### config.mk
export PLATFORM = sky130hd
export DESIGN_NAME = gcs_ctrl_status
export DESIGN_NICKNAME = d
export VERILOG_FILES = /design/src/pkg/gcs_pkg.sv /design/src/pkg/gcs_fb_if.sv /design/src/design/gcs_word_lane.sv /design/src/design/gcs_ctrl_status.sv
export VERILOG_INCLUDE_DIRS = /design/src /design/src/pkg
export SDC_FILE = /design/constraint.sdc
export NUM_CORES = 1
export LEC_CHECK = 0
export ABC_AREA = 1
export BUFFER_PORTS_ARGS = -buffer_cell sky130_fd_sc_hd__buf_2
export CAP_MARGIN = 20
export CORE_UTILIZATION = 55
export DETAILED_ROUTE_END_ITERATION = 16
export GPL_ROUTABILITY_DRIVEN = 0
export PLACE_DENSITY = 0.85
export SKIP_LAST_GASP = 1
export SLEW_MARGIN = 0
export SYNTH_ARGS = -nofsm -noshare
export SYNTH_HDL_FRONTEND = slang
export SYNTH_HIERARCHICAL = 1
export SYNTH_SLANG_ARGS = --single-unit
### constraint.sdc
create_clock -name clk -period 4.8 [get_ports clk]
set_input_delay 0.48 -clock clk [delete_from_list [all_inputs] [get_ports clk]]
set_output_delay 0.48 -clock clk [all_outputs]
set_load 0.01 [all_outputs]
### src/pkg/gcs_defines.svh
`ifndef GCS_DEFINES_SVH
`define GCS_DEFINES_SVH

// ----------------------------------------
// Process data addressing
// ----------------------------------------
`define GCS_ADDR_W          10
`define GCS_STATUS_BASE     10'h000
`define GCS_CTRL_BASE       10'h200

// ----------------------------------------
// Status word fields
// ----------------------------------------
`define GCS_SR_SEND_BIT     15
`define GCS_SR_CONFIRM_BIT  14
`define GCS_SR_VALID_BIT    13
`define GCS_SR_CODE_MSB     12
`define GCS_SR_CODE_LSB     8
`define GCS_SR_DATA_MSB     7
`define GCS_SR_DATA_LSB     0

// ----------------------------------------
// Control word fields
// ----------------------------------------
`define GCS_CR_SEND_BIT     15
`define GCS_CR_CONFIRM_BIT  14
`define GCS_CR_VALID_BIT    13
`define GCS_CR_DATA_MSB     12
`define GCS_CR_DATA_LSB     0

// ----------------------------------------
// Reset values
// ----------------------------------------
`define GCS_WORD_RESET      16'h0000
`define GCS_CODE_RESET      5'h1f
`define GCS_BYTE_RESET      8'h00

`endif

### src/pkg/gcs_pkg.sv
package gcs_pkg;

    // Control and status word enable setting
    typedef enum logic [1:0]
    {
        GCS_CW_DISABLED,
        GCS_CW_ENABLED,
        GCS_CW_NO_LOCK
    } gcs_cw_mode_type;

    // Sub-network protocol mode
    typedef enum logic
    {
        GCS_PROTO_MASTER,
        GCS_PROTO_GENERIC
    } gcs_proto_type;

    // Fieldbus participation state
    typedef enum logic [1:0]
    {
        GCS_ST_OFFLINE,
        GCS_ST_ONLINE_IDLE,
        GCS_ST_EXCHANGING
    } gcs_link_state_type;

endpackage

### src/pkg/gcs_fb_if.sv
`timescale 1ns/10ps
`include "gcs_defines.svh"

interface gcs_fb_if;
    logic [`GCS_ADDR_W-1:0] addr;
    logic                   rdEn;
    logic                   wrEn;
    logic [7:0]             wrData;

    modport source
    (
        output addr,
        output rdEn,
        output wrEn,
        output wrData
    );

    modport lane
    (
        input addr,
        input rdEn,
        input wrEn,
        input wrData
    );
endinterface

### src/design/gcs_word_lane.sv
`timescale 1ns/10ps
`include "gcs_defines.svh"

module gcs_word_lane
#(
    parameter logic [`GCS_ADDR_W-1:0] BASE = `GCS_STATUS_BASE
)
(
    gcs_fb_if.lane          busIf,
    input  wire logic       laneEnable,
    output wire logic       hitHigh,
    output wire logic       hitLow
);
    // ----------------------------------------
    // Byte decode, most significant byte first
    // ----------------------------------------
    assign hitHigh = laneEnable && (busIf.addr == BASE);
    assign hitLow  = laneEnable && (busIf.addr == (BASE + `GCS_ADDR_W'(1)));
endmodule

### src/design/gcs_ctrl_status.sv
`timescale 1ns/10ps
`include "gcs_defines.svh"

// Operation
// - Words stay off after defaults; only the configuration setting turns them on.
// - Status word at input bytes 0-1, control word at output bytes 0-1.
// - Both words held most significant byte first.
// - Both sides follow the handshake when accessing the words.
// - Enabled with startup lock: no sub-network exchange until host data-valid set.
// - Disabled or no-lock: sub-network starts as soon as fieldbus is online.
// - While exchanging, data both ways is valid and exchanged continuously.
// - Gateway never clears its data-valid bit on its own once set.
// - Gateway data-valid may be delayed by missing or slow nodes.
// - Status bit 13 set once all transactions succeeded, master mode only.
// - Status bits 15 and 14 are gateway send and confirm flags.
// - Status bits 12..8 hold last status code, bits 7..0 its data.
module gcs_ctrl_status
    import gcs_pkg::*;
(
    input  wire logic                        clk,
    input  wire logic                        sys_rst,
    input  gcs_pkg::gcs_cw_mode_type         configurationTool,
    input  gcs_pkg::gcs_proto_type           protoMode,
    input  wire logic                        fieldbusOnline,
    input  wire logic [`GCS_ADDR_W-1:0]      fbAddr,
    input  wire logic                        fbRdEn,
    input  wire logic                        fbWrEn,
    input  wire logic [7:0]                  fbWrData,
    output logic      [7:0]                  fbRdData,
    output logic                             fbRdValid,
    output logic                             fbHit,
    input  wire logic                        allTransDone,
    input  wire logic                        repValid,
    input  wire logic [4:0]                  repCode,
    input  wire logic [7:0]                  repData,
    output logic                             repReady,
    output logic                             ctrlRepValid,
    output logic      [12:0]                 ctrlRepData,
    output logic                             subnetEnable,
    output gcs_pkg::gcs_link_state_type      linkState,
    output logic      [15:0]                 ctrlWord
);
    import gcs_pkg::*;

    // ----------------------------------------
    // Declarations
    // ----------------------------------------
    gcs_fb_if fbBus ();

    logic               wordsOn;
    logic               lockOn;
    logic               stHigh;
    logic               stLow;
    logic               crHigh;
    logic               crLow;
    logic [15:0]        statusWord;

    logic               srSend_q;
    logic               srSend_d;
    logic               srConfirm_q;
    logic               srConfirm_d;
    logic               srValid_q;
    logic               srValid_d;
    logic [4:0]         srCode_q;
    logic [4:0]         srCode_d;
    logic [7:0]         srData_q;
    logic [7:0]         srData_d;
    logic [15:0]        ctrlWord_q;
    logic [15:0]        ctrlWord_d;

    logic [7:0]         rdData_q;
    logic [7:0]         rdData_d;
    logic               rdValid_q;
    logic               rdValid_d;
    logic               hit_q;
    logic               hit_d;

    logic               repReady_q;
    logic               repReady_d;
    logic               ctrlRepValid_q;
    logic               ctrlRepValid_d;
    logic [12:0]        ctrlRepData_q;
    logic [12:0]        ctrlRepData_d;

    gcs_link_state_type state_q;
    gcs_link_state_type state_d;
    logic               subnetEnable_q;
    logic               subnetEnable_d;

    // ----------------------------------------
    // Bus carrier and byte decode
    // ----------------------------------------
    assign fbBus.addr   = fbAddr;
    assign fbBus.rdEn   = fbRdEn;
    assign fbBus.wrEn   = fbWrEn;
    assign fbBus.wrData = fbWrData;

    assign wordsOn = (configurationTool != GCS_CW_DISABLED);
    assign lockOn  = (configurationTool == GCS_CW_ENABLED);

    gcs_word_lane
    #(
        .BASE       (`GCS_STATUS_BASE)
    )
    u_status_lane
    (
        .busIf      (fbBus.lane),
        .laneEnable (wordsOn),
        .hitHigh    (stHigh),
        .hitLow     (stLow)
    );

    gcs_word_lane
    #(
        .BASE       (`GCS_CTRL_BASE)
    )
    u_ctrl_lane
    (
        .busIf      (fbBus.lane),
        .laneEnable (wordsOn),
        .hitHigh    (crHigh),
        .hitLow     (crLow)
    );

    always_comb
    begin
        statusWord                                      = `GCS_WORD_RESET;
        statusWord[`GCS_SR_SEND_BIT]                    = srSend_q;
        statusWord[`GCS_SR_CONFIRM_BIT]                 = srConfirm_q;
        statusWord[`GCS_SR_VALID_BIT]                   = srValid_q;
        statusWord[`GCS_SR_CODE_MSB:`GCS_SR_CODE_LSB]   = srCode_q;
        statusWord[`GCS_SR_DATA_MSB:`GCS_SR_DATA_LSB]   = srData_q;
    end

    // ----------------------------------------
    // Fieldbus byte access
    // ----------------------------------------
    always_comb
    begin
        rdData_d   = `GCS_BYTE_RESET;
        rdValid_d  = fbRdEn;
        hit_d      = (fbRdEn || fbWrEn) && (stHigh || stLow || crHigh || crLow);
        ctrlWord_d = ctrlWord_q;
        if (fbRdEn)
        begin
            if (stHigh)
            begin
                rdData_d = statusWord[15:8];
            end
            else if (stLow)
            begin
                rdData_d = statusWord[7:0];
            end
            else if (crHigh)
            begin
                rdData_d = ctrlWord_q[15:8];
            end
            else if (crLow)
            begin
                rdData_d = ctrlWord_q[7:0];
            end
        end
        if (fbWrEn && crHigh)
        begin
            ctrlWord_d[15:8] = fbWrData;
        end
        if (fbWrEn && crLow)
        begin
            ctrlWord_d[7:0] = fbWrData;
        end
        if (!wordsOn)
        begin
            ctrlWord_d = `GCS_WORD_RESET;
        end
    end

    always_ff @(posedge clk or posedge sys_rst)
    begin
        if (sys_rst)
        begin
            rdData_q   <= `GCS_BYTE_RESET;
            rdValid_q  <= 1'b0;
            hit_q      <= 1'b0;
            ctrlWord_q <= `GCS_WORD_RESET;
        end
        else
        begin
            rdData_q   <= rdData_d;
            rdValid_q  <= rdValid_d;
            hit_q      <= hit_d;
            ctrlWord_q <= ctrlWord_d;
        end
    end

    // ----------------------------------------
    // Status report and control report handshake
    // ----------------------------------------
    always_comb
    begin
        srSend_d       = srSend_q;
        srConfirm_d    = srConfirm_q;
        srCode_d       = srCode_q;
        srData_d       = srData_q;
        ctrlRepValid_d = 1'b0;
        ctrlRepData_d  = ctrlRepData_q;
        // Host has mirrored our send flag: slot free
        repReady_d     = wordsOn && (ctrlWord_d[`GCS_CR_CONFIRM_BIT] == srSend_d);
        if (repValid && repReady_q)
        begin
            srCode_d   = repCode;
            srData_d   = repData;
            srSend_d   = ~srSend_q;
            repReady_d = 1'b0;
        end
        // Host posted a new control report
        if (wordsOn && (ctrlWord_q[`GCS_CR_SEND_BIT] != srConfirm_q))
        begin
            ctrlRepValid_d = 1'b1;
            ctrlRepData_d  = ctrlWord_q[`GCS_CR_DATA_MSB:`GCS_CR_DATA_LSB];
            srConfirm_d    = ctrlWord_q[`GCS_CR_SEND_BIT];
        end
        if (!wordsOn)
        begin
            srSend_d    = 1'b0;
            srConfirm_d = 1'b0;
        end
    end

    always_ff @(posedge clk or posedge sys_rst)
    begin
        if (sys_rst)
        begin
            srSend_q       <= 1'b0;
            srConfirm_q    <= 1'b0;
            srCode_q       <= `GCS_CODE_RESET;
            srData_q       <= `GCS_BYTE_RESET;
            repReady_q     <= 1'b0;
            ctrlRepValid_q <= 1'b0;
            ctrlRepData_q  <= 13'h0000;
        end
        else
        begin
            srSend_q       <= srSend_d;
            srConfirm_q    <= srConfirm_d;
            srCode_q       <= srCode_d;
            srData_q       <= srData_d;
            repReady_q     <= repReady_d;
            ctrlRepValid_q <= ctrlRepValid_d;
            ctrlRepData_q  <= ctrlRepData_d;
        end
    end

    // ----------------------------------------
    // Data-valid state machine
    // ----------------------------------------
    always_comb
    begin
        state_d        = state_q;
        srValid_d      = srValid_q;
        subnetEnable_d = subnetEnable_q;
        case (state_q)
            GCS_ST_OFFLINE:
            begin
                srValid_d      = 1'b0;
                subnetEnable_d = 1'b0;
                if (fieldbusOnline)
                begin
                    state_d = GCS_ST_ONLINE_IDLE;
                    if (!lockOn)
                    begin
                        subnetEnable_d = 1'b1;
                    end
                end
            end
            GCS_ST_ONLINE_IDLE:
            begin
                if (!lockOn || ctrlWord_q[`GCS_CR_VALID_BIT])
                begin
                    subnetEnable_d = 1'b1;
                end
                // Set only after every transaction has run once
                if (subnetEnable_q && allTransDone && (protoMode == GCS_PROTO_MASTER)
                    && wordsOn)
                begin
                    srValid_d = 1'b1;
                    state_d   = GCS_ST_EXCHANGING;
                end
            end
            GCS_ST_EXCHANGING:
            begin
                srValid_d      = srValid_q;
                subnetEnable_d = 1'b1;
            end
            default:
            begin
                state_d = GCS_ST_OFFLINE;
            end
        endcase
        // Fieldbus loss is the only way out of the online states
        if (!fieldbusOnline)
        begin
            state_d        = GCS_ST_OFFLINE;
            srValid_d      = 1'b0;
            subnetEnable_d = 1'b0;
        end
    end

    always_ff @(posedge clk or posedge sys_rst)
    begin
        if (sys_rst)
        begin
            state_q        <= GCS_ST_OFFLINE;
            srValid_q      <= 1'b0;
            subnetEnable_q <= 1'b0;
        end
        else
        begin
            state_q        <= state_d;
            srValid_q      <= srValid_d;
            subnetEnable_q <= subnetEnable_d;
        end
    end

    // ----------------------------------------
    // Outputs
    // ----------------------------------------
    assign fbRdData     = rdData_q;
    assign fbRdValid    = rdValid_q;
    assign fbHit        = hit_q;
    assign repReady     = repReady_q;
    assign ctrlRepValid = ctrlRepValid_q;
    assign ctrlRepData  = ctrlRepData_q;
    assign subnetEnable = subnetEnable_q;
    assign linkState    = state_q;
    assign ctrlWord     = ctrlWord_q;
endmodule

## After elaboration in Yosys (flattened, before gate mapping)

Cells that the tools add are included.

- Register bits after elaboration: 60

- Eq/ne operators: 17
- Mux-type cells: 24
- Bitwise operators: 2
- Reduce and logical (&&, ||, !) cells: 25

Operators with widths:

| operator | number |
|---|---|
| $mux W8 | 7 |
| $eq A10 B10 Y1 const B | 2 |
| $mux W16 | 1 |
| $logic_and A1 B1 Y1 | 13 |
| $mux W1 | 11 |
| $eq A10 B1 Y1 const B | 1 |
| $logic_not A10 Y1 | 1 |
| $ne A2 B2 Y1 const B | 5 |
| $ne A3 B3 Y1 const B | 2 |
| $pmux W2 S3 | 1 |
| $reduce_and A2 Y1 | 3 |
| $logic_or A1 B1 Y1 | 5 |
| $eq A2 B1 Y1 const B | 2 |
| $mux W2 | 2 |
| $ne A4 B1 Y1 const B | 1 |
| $ne A3 B1 Y1 const B | 1 |
| $pmux W1 S3 | 1 |
| $eq A2 B2 Y1 const B | 1 |
| $logic_not A2 Y1 | 1 |
| $not A1 Y1 | 2 |
| $pmux W1 S2 | 1 |
| $reduce_bool A2 Y1 | 1 |
| $eq A1 B1 Y1 | 1 |
| $logic_not A1 Y1 | 1 |
| $ne A1 B1 Y1 | 1 |

## Logic depth before layout (Yosys ltp)

- Depth after elaboration: 8
- Depth in mapped cells: 13
- Gate-level depth less buffers: 12

## Cells and area by module

The synthesis kept the hierarchy.

By module, submodules not included:

| module | instances | cells an instance | area an instance (um^2) | seq. area each (um^2) |
|---|---|---|---|---|
| gcs_ctrl_status | 1 | 300 | 2652.5 | 1507.7 |
| gcs_word_lane (u_status_lane) | 1 | 20 | 78.8 | 0.0 |
| gcs_word_lane (u_ctrl_lane) | 1 | 19 | 75.1 | 0.0 |

## Worst setup path after synthesis

OpenSTA, ideal clock, no wires.

- Path kind: input port to flip-flop
- From: input port configurationTool[0]
- To: register repReady_q, in the netlist repReady
- Setup time: 0.116 ns
- Arrival: 1.516 ns
- Path slack: 3.168 ns
- Stages on the path: 13
- Path through: nor2_2 > inv_2 > buf_2 > nand2_1 > nor2_1 > buf_6 > nand2_2 > nand2_1 > nand2_1 > nand2_1 > nand2_1 > nand2_1 > nor2_1

- Word-level cells in the longest chain between the ends: 8

Ends and longest elaborated chain:

| what | line | source |
|---|---|---|
| start, declared | gcs_ctrl_status.sv:22 | `input gcs_pkg::gcs_cw_mode_type configurationTool,` |
| $reduce_bool A2 Y1 | gcs_ctrl_status.sv:98 | `assign wordsOn = (configurationTool != GCS_CW_DISABLED);` |
| named net wordsOn | gcs_ctrl_status.sv:50 | `logic wordsOn;` |
| $logic_and A1 B1 Y1 | gcs_word_lane.sv:17 | `assign hitHigh = laneEnable && (busIf.addr == BASE);` |
| named net crHigh | gcs_ctrl_status.sv:54 | `logic crHigh;` |
| $logic_and A1 B1 Y1 | gcs_ctrl_status.sv:163 | `if (fbWrEn && crHigh)` |
| $mux W8 | gcs_ctrl_status.sv:163 |  |
| $mux W16 | gcs_ctrl_status.sv:171 | `if (!wordsOn)` |
| $eq A1 B1 Y1 | gcs_ctrl_status.sv:207 | `` repReady_d = wordsOn && (ctrlWord_d[`GCS_CR_CONFIRM_BIT] == srSend_d); `` |
| $logic_and A1 B1 Y1 | gcs_ctrl_status.sv:207 |  |
| $mux W1 | gcs_ctrl_status.sv:208 | `if (repValid && repReady_q)` |
| named net repReady_d | gcs_ctrl_status.sv:79 | `logic repReady_d;` |
| end signal, assigned | gcs_ctrl_status.sv:247 | `repReady_q <= repReady_d;` |
| end, declared | gcs_ctrl_status.sv:78 | `logic repReady_q;` |

The timed path passes the listed nets, and every way through them passes these cells. The select of a mux whose other input is x is not followed.
A chain may end at the register's enable or synchronous reset.

## Worst setup path in the final report

- From: input port configurationTool[0]
- To: register ctrlWord_q[10], in the netlist ctrlWord[10]

- Word-level cells in the longest chain between the ends: 4
- Elaborated cells between the ends (all ways): 5

Ends and longest elaborated chain:

| what | line | source |
|---|---|---|
| $reduce_bool A2 Y1 | gcs_ctrl_status.sv:98 |  |
| $logic_and A1 B1 Y1 | gcs_word_lane.sv:17 |  |
| named net crHigh | gcs_ctrl_status.sv:54 |  |
| $logic_and A1 B1 Y1 | gcs_ctrl_status.sv:163 |  |
| $ne A2 B2 Y1 (no line) | n/a |  |
| end signal, assigned | gcs_ctrl_status.sv:184 | `` ctrlWord_q <= `GCS_WORD_RESET; `` |
| end signal, assigned | gcs_ctrl_status.sv:191 | `ctrlWord_q <= ctrlWord_d;` |
| end, declared | gcs_ctrl_status.sv:68 | `logic [15:0] ctrlWord_q;` |

The timed path passes the listed nets, and every way through them passes these cells.

==> impl_results.md <==
- Status: finished, final reports clean
- Leakage: 1.908 nW
- Final setup fails: 0
- Post-Syn Area: approximately 2800 µm²
- Max-slew headroom: 30.76%
- Multi-input logic area: around 1100 µm²
- Largest cells by area after synthesis: dfrtp_1, nand2_1, inv_1, o21ai_0, dfstp_2
- Post-CTS resize count: 0
- Post-Synth XOR/XNOR Area: 0.3121%
- Adder-cell share of the synthesized area: 1.783%
- Syn nets: approximately 380
- Clock transition at path regs: 0.06 ns
- FF+latch count, synth: 60
- Mean post-synth cell area: slightly above 8 µm²
- Setup WS post-layout: 2.393 ns
- Post-CTS Setup Bufs: 0
- Worst reg2reg path depth: 4
- Vias in the first global route: 2,118
- Synth warnings: 6
- Power per Cell Area: 381.6 nW/µm²
- Hold Crit Depth: 3
- Tot GR Track Use: 24.81%
- RSZ-0062 raised after global routing: no
- DIE HEIGHT: 73.43 µm
- Grt ovf: 0
- Synth unique cells: 22
- DR WL/cell: 12.78 µm
- DR vias/cell: 5.085
- Cts hold-fix bufs: 0
- Syn Inst Count: 339
- Fin Setup TNS: 0 ns
- Worst setup path endpoint: ctrlWord[10]
- Initial antenna violation count: 0
- CTS tree: built
- Worst Path Arrival: 2.61 ns
- I/O pin total: 85
- CTS root buffer: clkbuf_8
- Hold Vio Cnt, Final: 0
- H-tree depth: 3
- ANT cells: 0
- Port Buf Inserts: 84
- Sw Pwr: 375.0 µW
- Final Core Density: slightly above 70%
- Req. time, crit path: about 5 ns
- Critical path class: in -> reg
- Hold crit path type: in -> reg
- Setup WS pre-CTS: ~2.2 ns
- Reg-to-Reg End: srSend_q
- Vias: 2,522
- Rows: 25
- Core ar.: ~4800 µm²
- Placed cells: 480
- Overall die area: 5392 µm²
- Register area share after synthesis: 53.72%
- Compound-Gate Fraction of Synth Area: 13.64%
- Flop pwr share: 49.7%
- Power Total: roughly 1.3 mW
- Crit start category: input pin
- Worst Setup End Kind: flip-flop
- Simple-gate portion of the synthesized area: 21.71%
- Final slew viol count: 0
- Area grow syn2layout: 22.38%
- Num CTS Buffers: 9
- Area leader, netlist: dfrtp_1
- Clk Latency, worst-skew pair: between 0.3 and 0.4 ns
- Largest family of logic cells by synthesized area: simple AND/OR/NAND/NOR gates
- First-pass GRT wire length: 9625 µm
- Worst-path fanout max: 27
- Max clock buf depth: 2
- Post-route minimum period: 2.407 ns
- Clock Skews: 0.006694 ns
- Share of layout cells above drive strength 1: 28.67%
- Tcrit/Tclk final: between 50% and 60%
- FF+latch area: 1508 µm²
- Clk network pwr share: 32.3%
- Comb power frac: about 18%
- Reg2reg start: repReady
- Maximum clock rate: between 400 and 500 MHz
- Top-area cell type share of the netlist area: 49.04%
- Multiplexer area fraction after synthesis: 0%
- Sink Count: 60
- Final #Nets: about 470
- # fillers: ~380
- VDD IR max: ~0.22 mV
- Post-route insts no fill: roughly 500
- Drt pass-1 iters: 4
- Worst slew pin tran: 1.035 ns
- Dpl hpwl: about 4600 µm
- Largest net degree at the start of global routing: 61
- Max-Cap Viols: 0
- Routed WL: 6339 µm
- R2R Setup Slk: 3.27 ns
- DRT iter0 DRCs: 270
- DRC Markers: 0
- Initial Util: 58.26%
- Horiz. Die Dim: around 73 µm
- Sw Share: 28.61%
- Post-route ant nets: 0
- Worst setup startpoint: configurationTool[0]
- P_int: 935.7 µW
==> logic make-up after synthesis <==
logic type                 after synthesis
buffers and inverters                   57
DFF                                     60
xor gates and xnor gates                 1
adders and majority gates                4
AOI/OAI and AO/OA                       65
and+or+nand+nor                        152
==> cell usage in the layout (no fill, tap or decap), drive strengths merged <==
cell / n
nor3: 1
nand3: 14
o21ai: 41
nand2: 116
dfstp: 5
buf: 85
o22ai: 7
xor2: 1
a21oi: 17
inv: 46
clkinv: 1
clkbuf: 15
ha: 4
dfrtp: 55
nand4: 1
nor2: 18
nand3b: 2
==> synthesized netlist by cell type <==
cell type  instances
inv_1             45
xor2_1             1
o21ai_2           13
buf_2              6
o22ai_1            7
ha_1               4
a21oi_1           17
nand3b_1           2
clkbuf_1           1
nor2_1            16
nand4_1            1
nor2_2             2
buf_6              3
buf_4              1
nand2_2            2
o21ai_0           28
nand2_1          114
nor3_1             1
nand3_1           14
dfrtp_1           55
dfstp_2            5
inv_2              1
==> power by group through the flow <==
stage	Sequential (mW)	Clock (mW)	Combinational [mW]
2_1_floorplan	0.659	0	0.152
3_5_place_dp	0.657	0	0.238
5_1_grt	0.663	0.450	0.269
4_1_cts	0.652	0.430	0.238
6_report	0.652	0.424	0.235
3_3_place_gp	0.659	0	0.227
==> registers in the layout, summed over array words and instances, names as in the netlist <==
register / count
srData_q: 8
srSend_q: 1
fbRdValid: 1
srCode_q: 5
subnetEnable: 1
linkState: 2
ctrlWord: 16
srValid_q: 1
fbHit: 1
ctrlRepValid: 1
fbRdData: 8
repReady: 1
ctrlRepData: 13
srConfirm_q: 1
==> metrics by stage <==
stage / cell area [µm²] / hold slack [ns]
after global routing: 3435 / 0.3467
after detailed placement: 3243 / 0.4574
after CTS: 3435 / 0.3317
after global placement: 3243 / 0.4550
after floorplan: 2806 / 0.4460
final: 3435 / 0.3356
==> area by class of cell <==
class	count	area share (%)
Clock buffer	15	5.428
Timing Repair Buffer	85	12.46
Multi-Input combinational cell	222	30.60
Inverter	46	5.027
Sequential cell	60	43.90
Tap cell	67	2.441
Clock inverter	1	0.1457
==> critical path, cell delays in order <==
cell	delay, ns
buf_2	0.11
nor2_2	0.05
inv_2	0.31
nand2_1	0.12
nor2_1	0.81
nand2_2	0.29
nand2_1	0.30
o22ai_1	0.14
==> how the worst min path moves through the flow <==
stage	end	slack, ns	start
2_1_floorplan	srCode_q[0]	0.45	srCode_q[0]
3_3_place_gp	srCode_q[2]	0.45	srCode_q[2]
3_5_place_dp	srCode_q[2]	0.46	srCode_q[2]
4_1_cts	srCode_q[1]	0.33	repCode[1]
5_1_grt	srCode_q[3]	0.35	repCode[3]
6_report	srCode_q[1]	0.34	repCode[1]
==> metal layers <==
| layer | routed length, µm | part of all wire, % | track usage (%) | up-vias |
|---|---|---|---|---|
| li1 | - | - | - | 1238 |
| met1 | 2714 | 43 | 32.40 | 1157 |
| met2 | 3035 | 48 | 38.89 | 113 |
| met3 | 450 | 7.1 | 6.173 | 14 |
| met4 | 138 | 2.2 | 11.97 | 0 |
| met5 | 0 | 0 | 0 | - |
No activity file was read; power rests on OpenSTA's default activity.
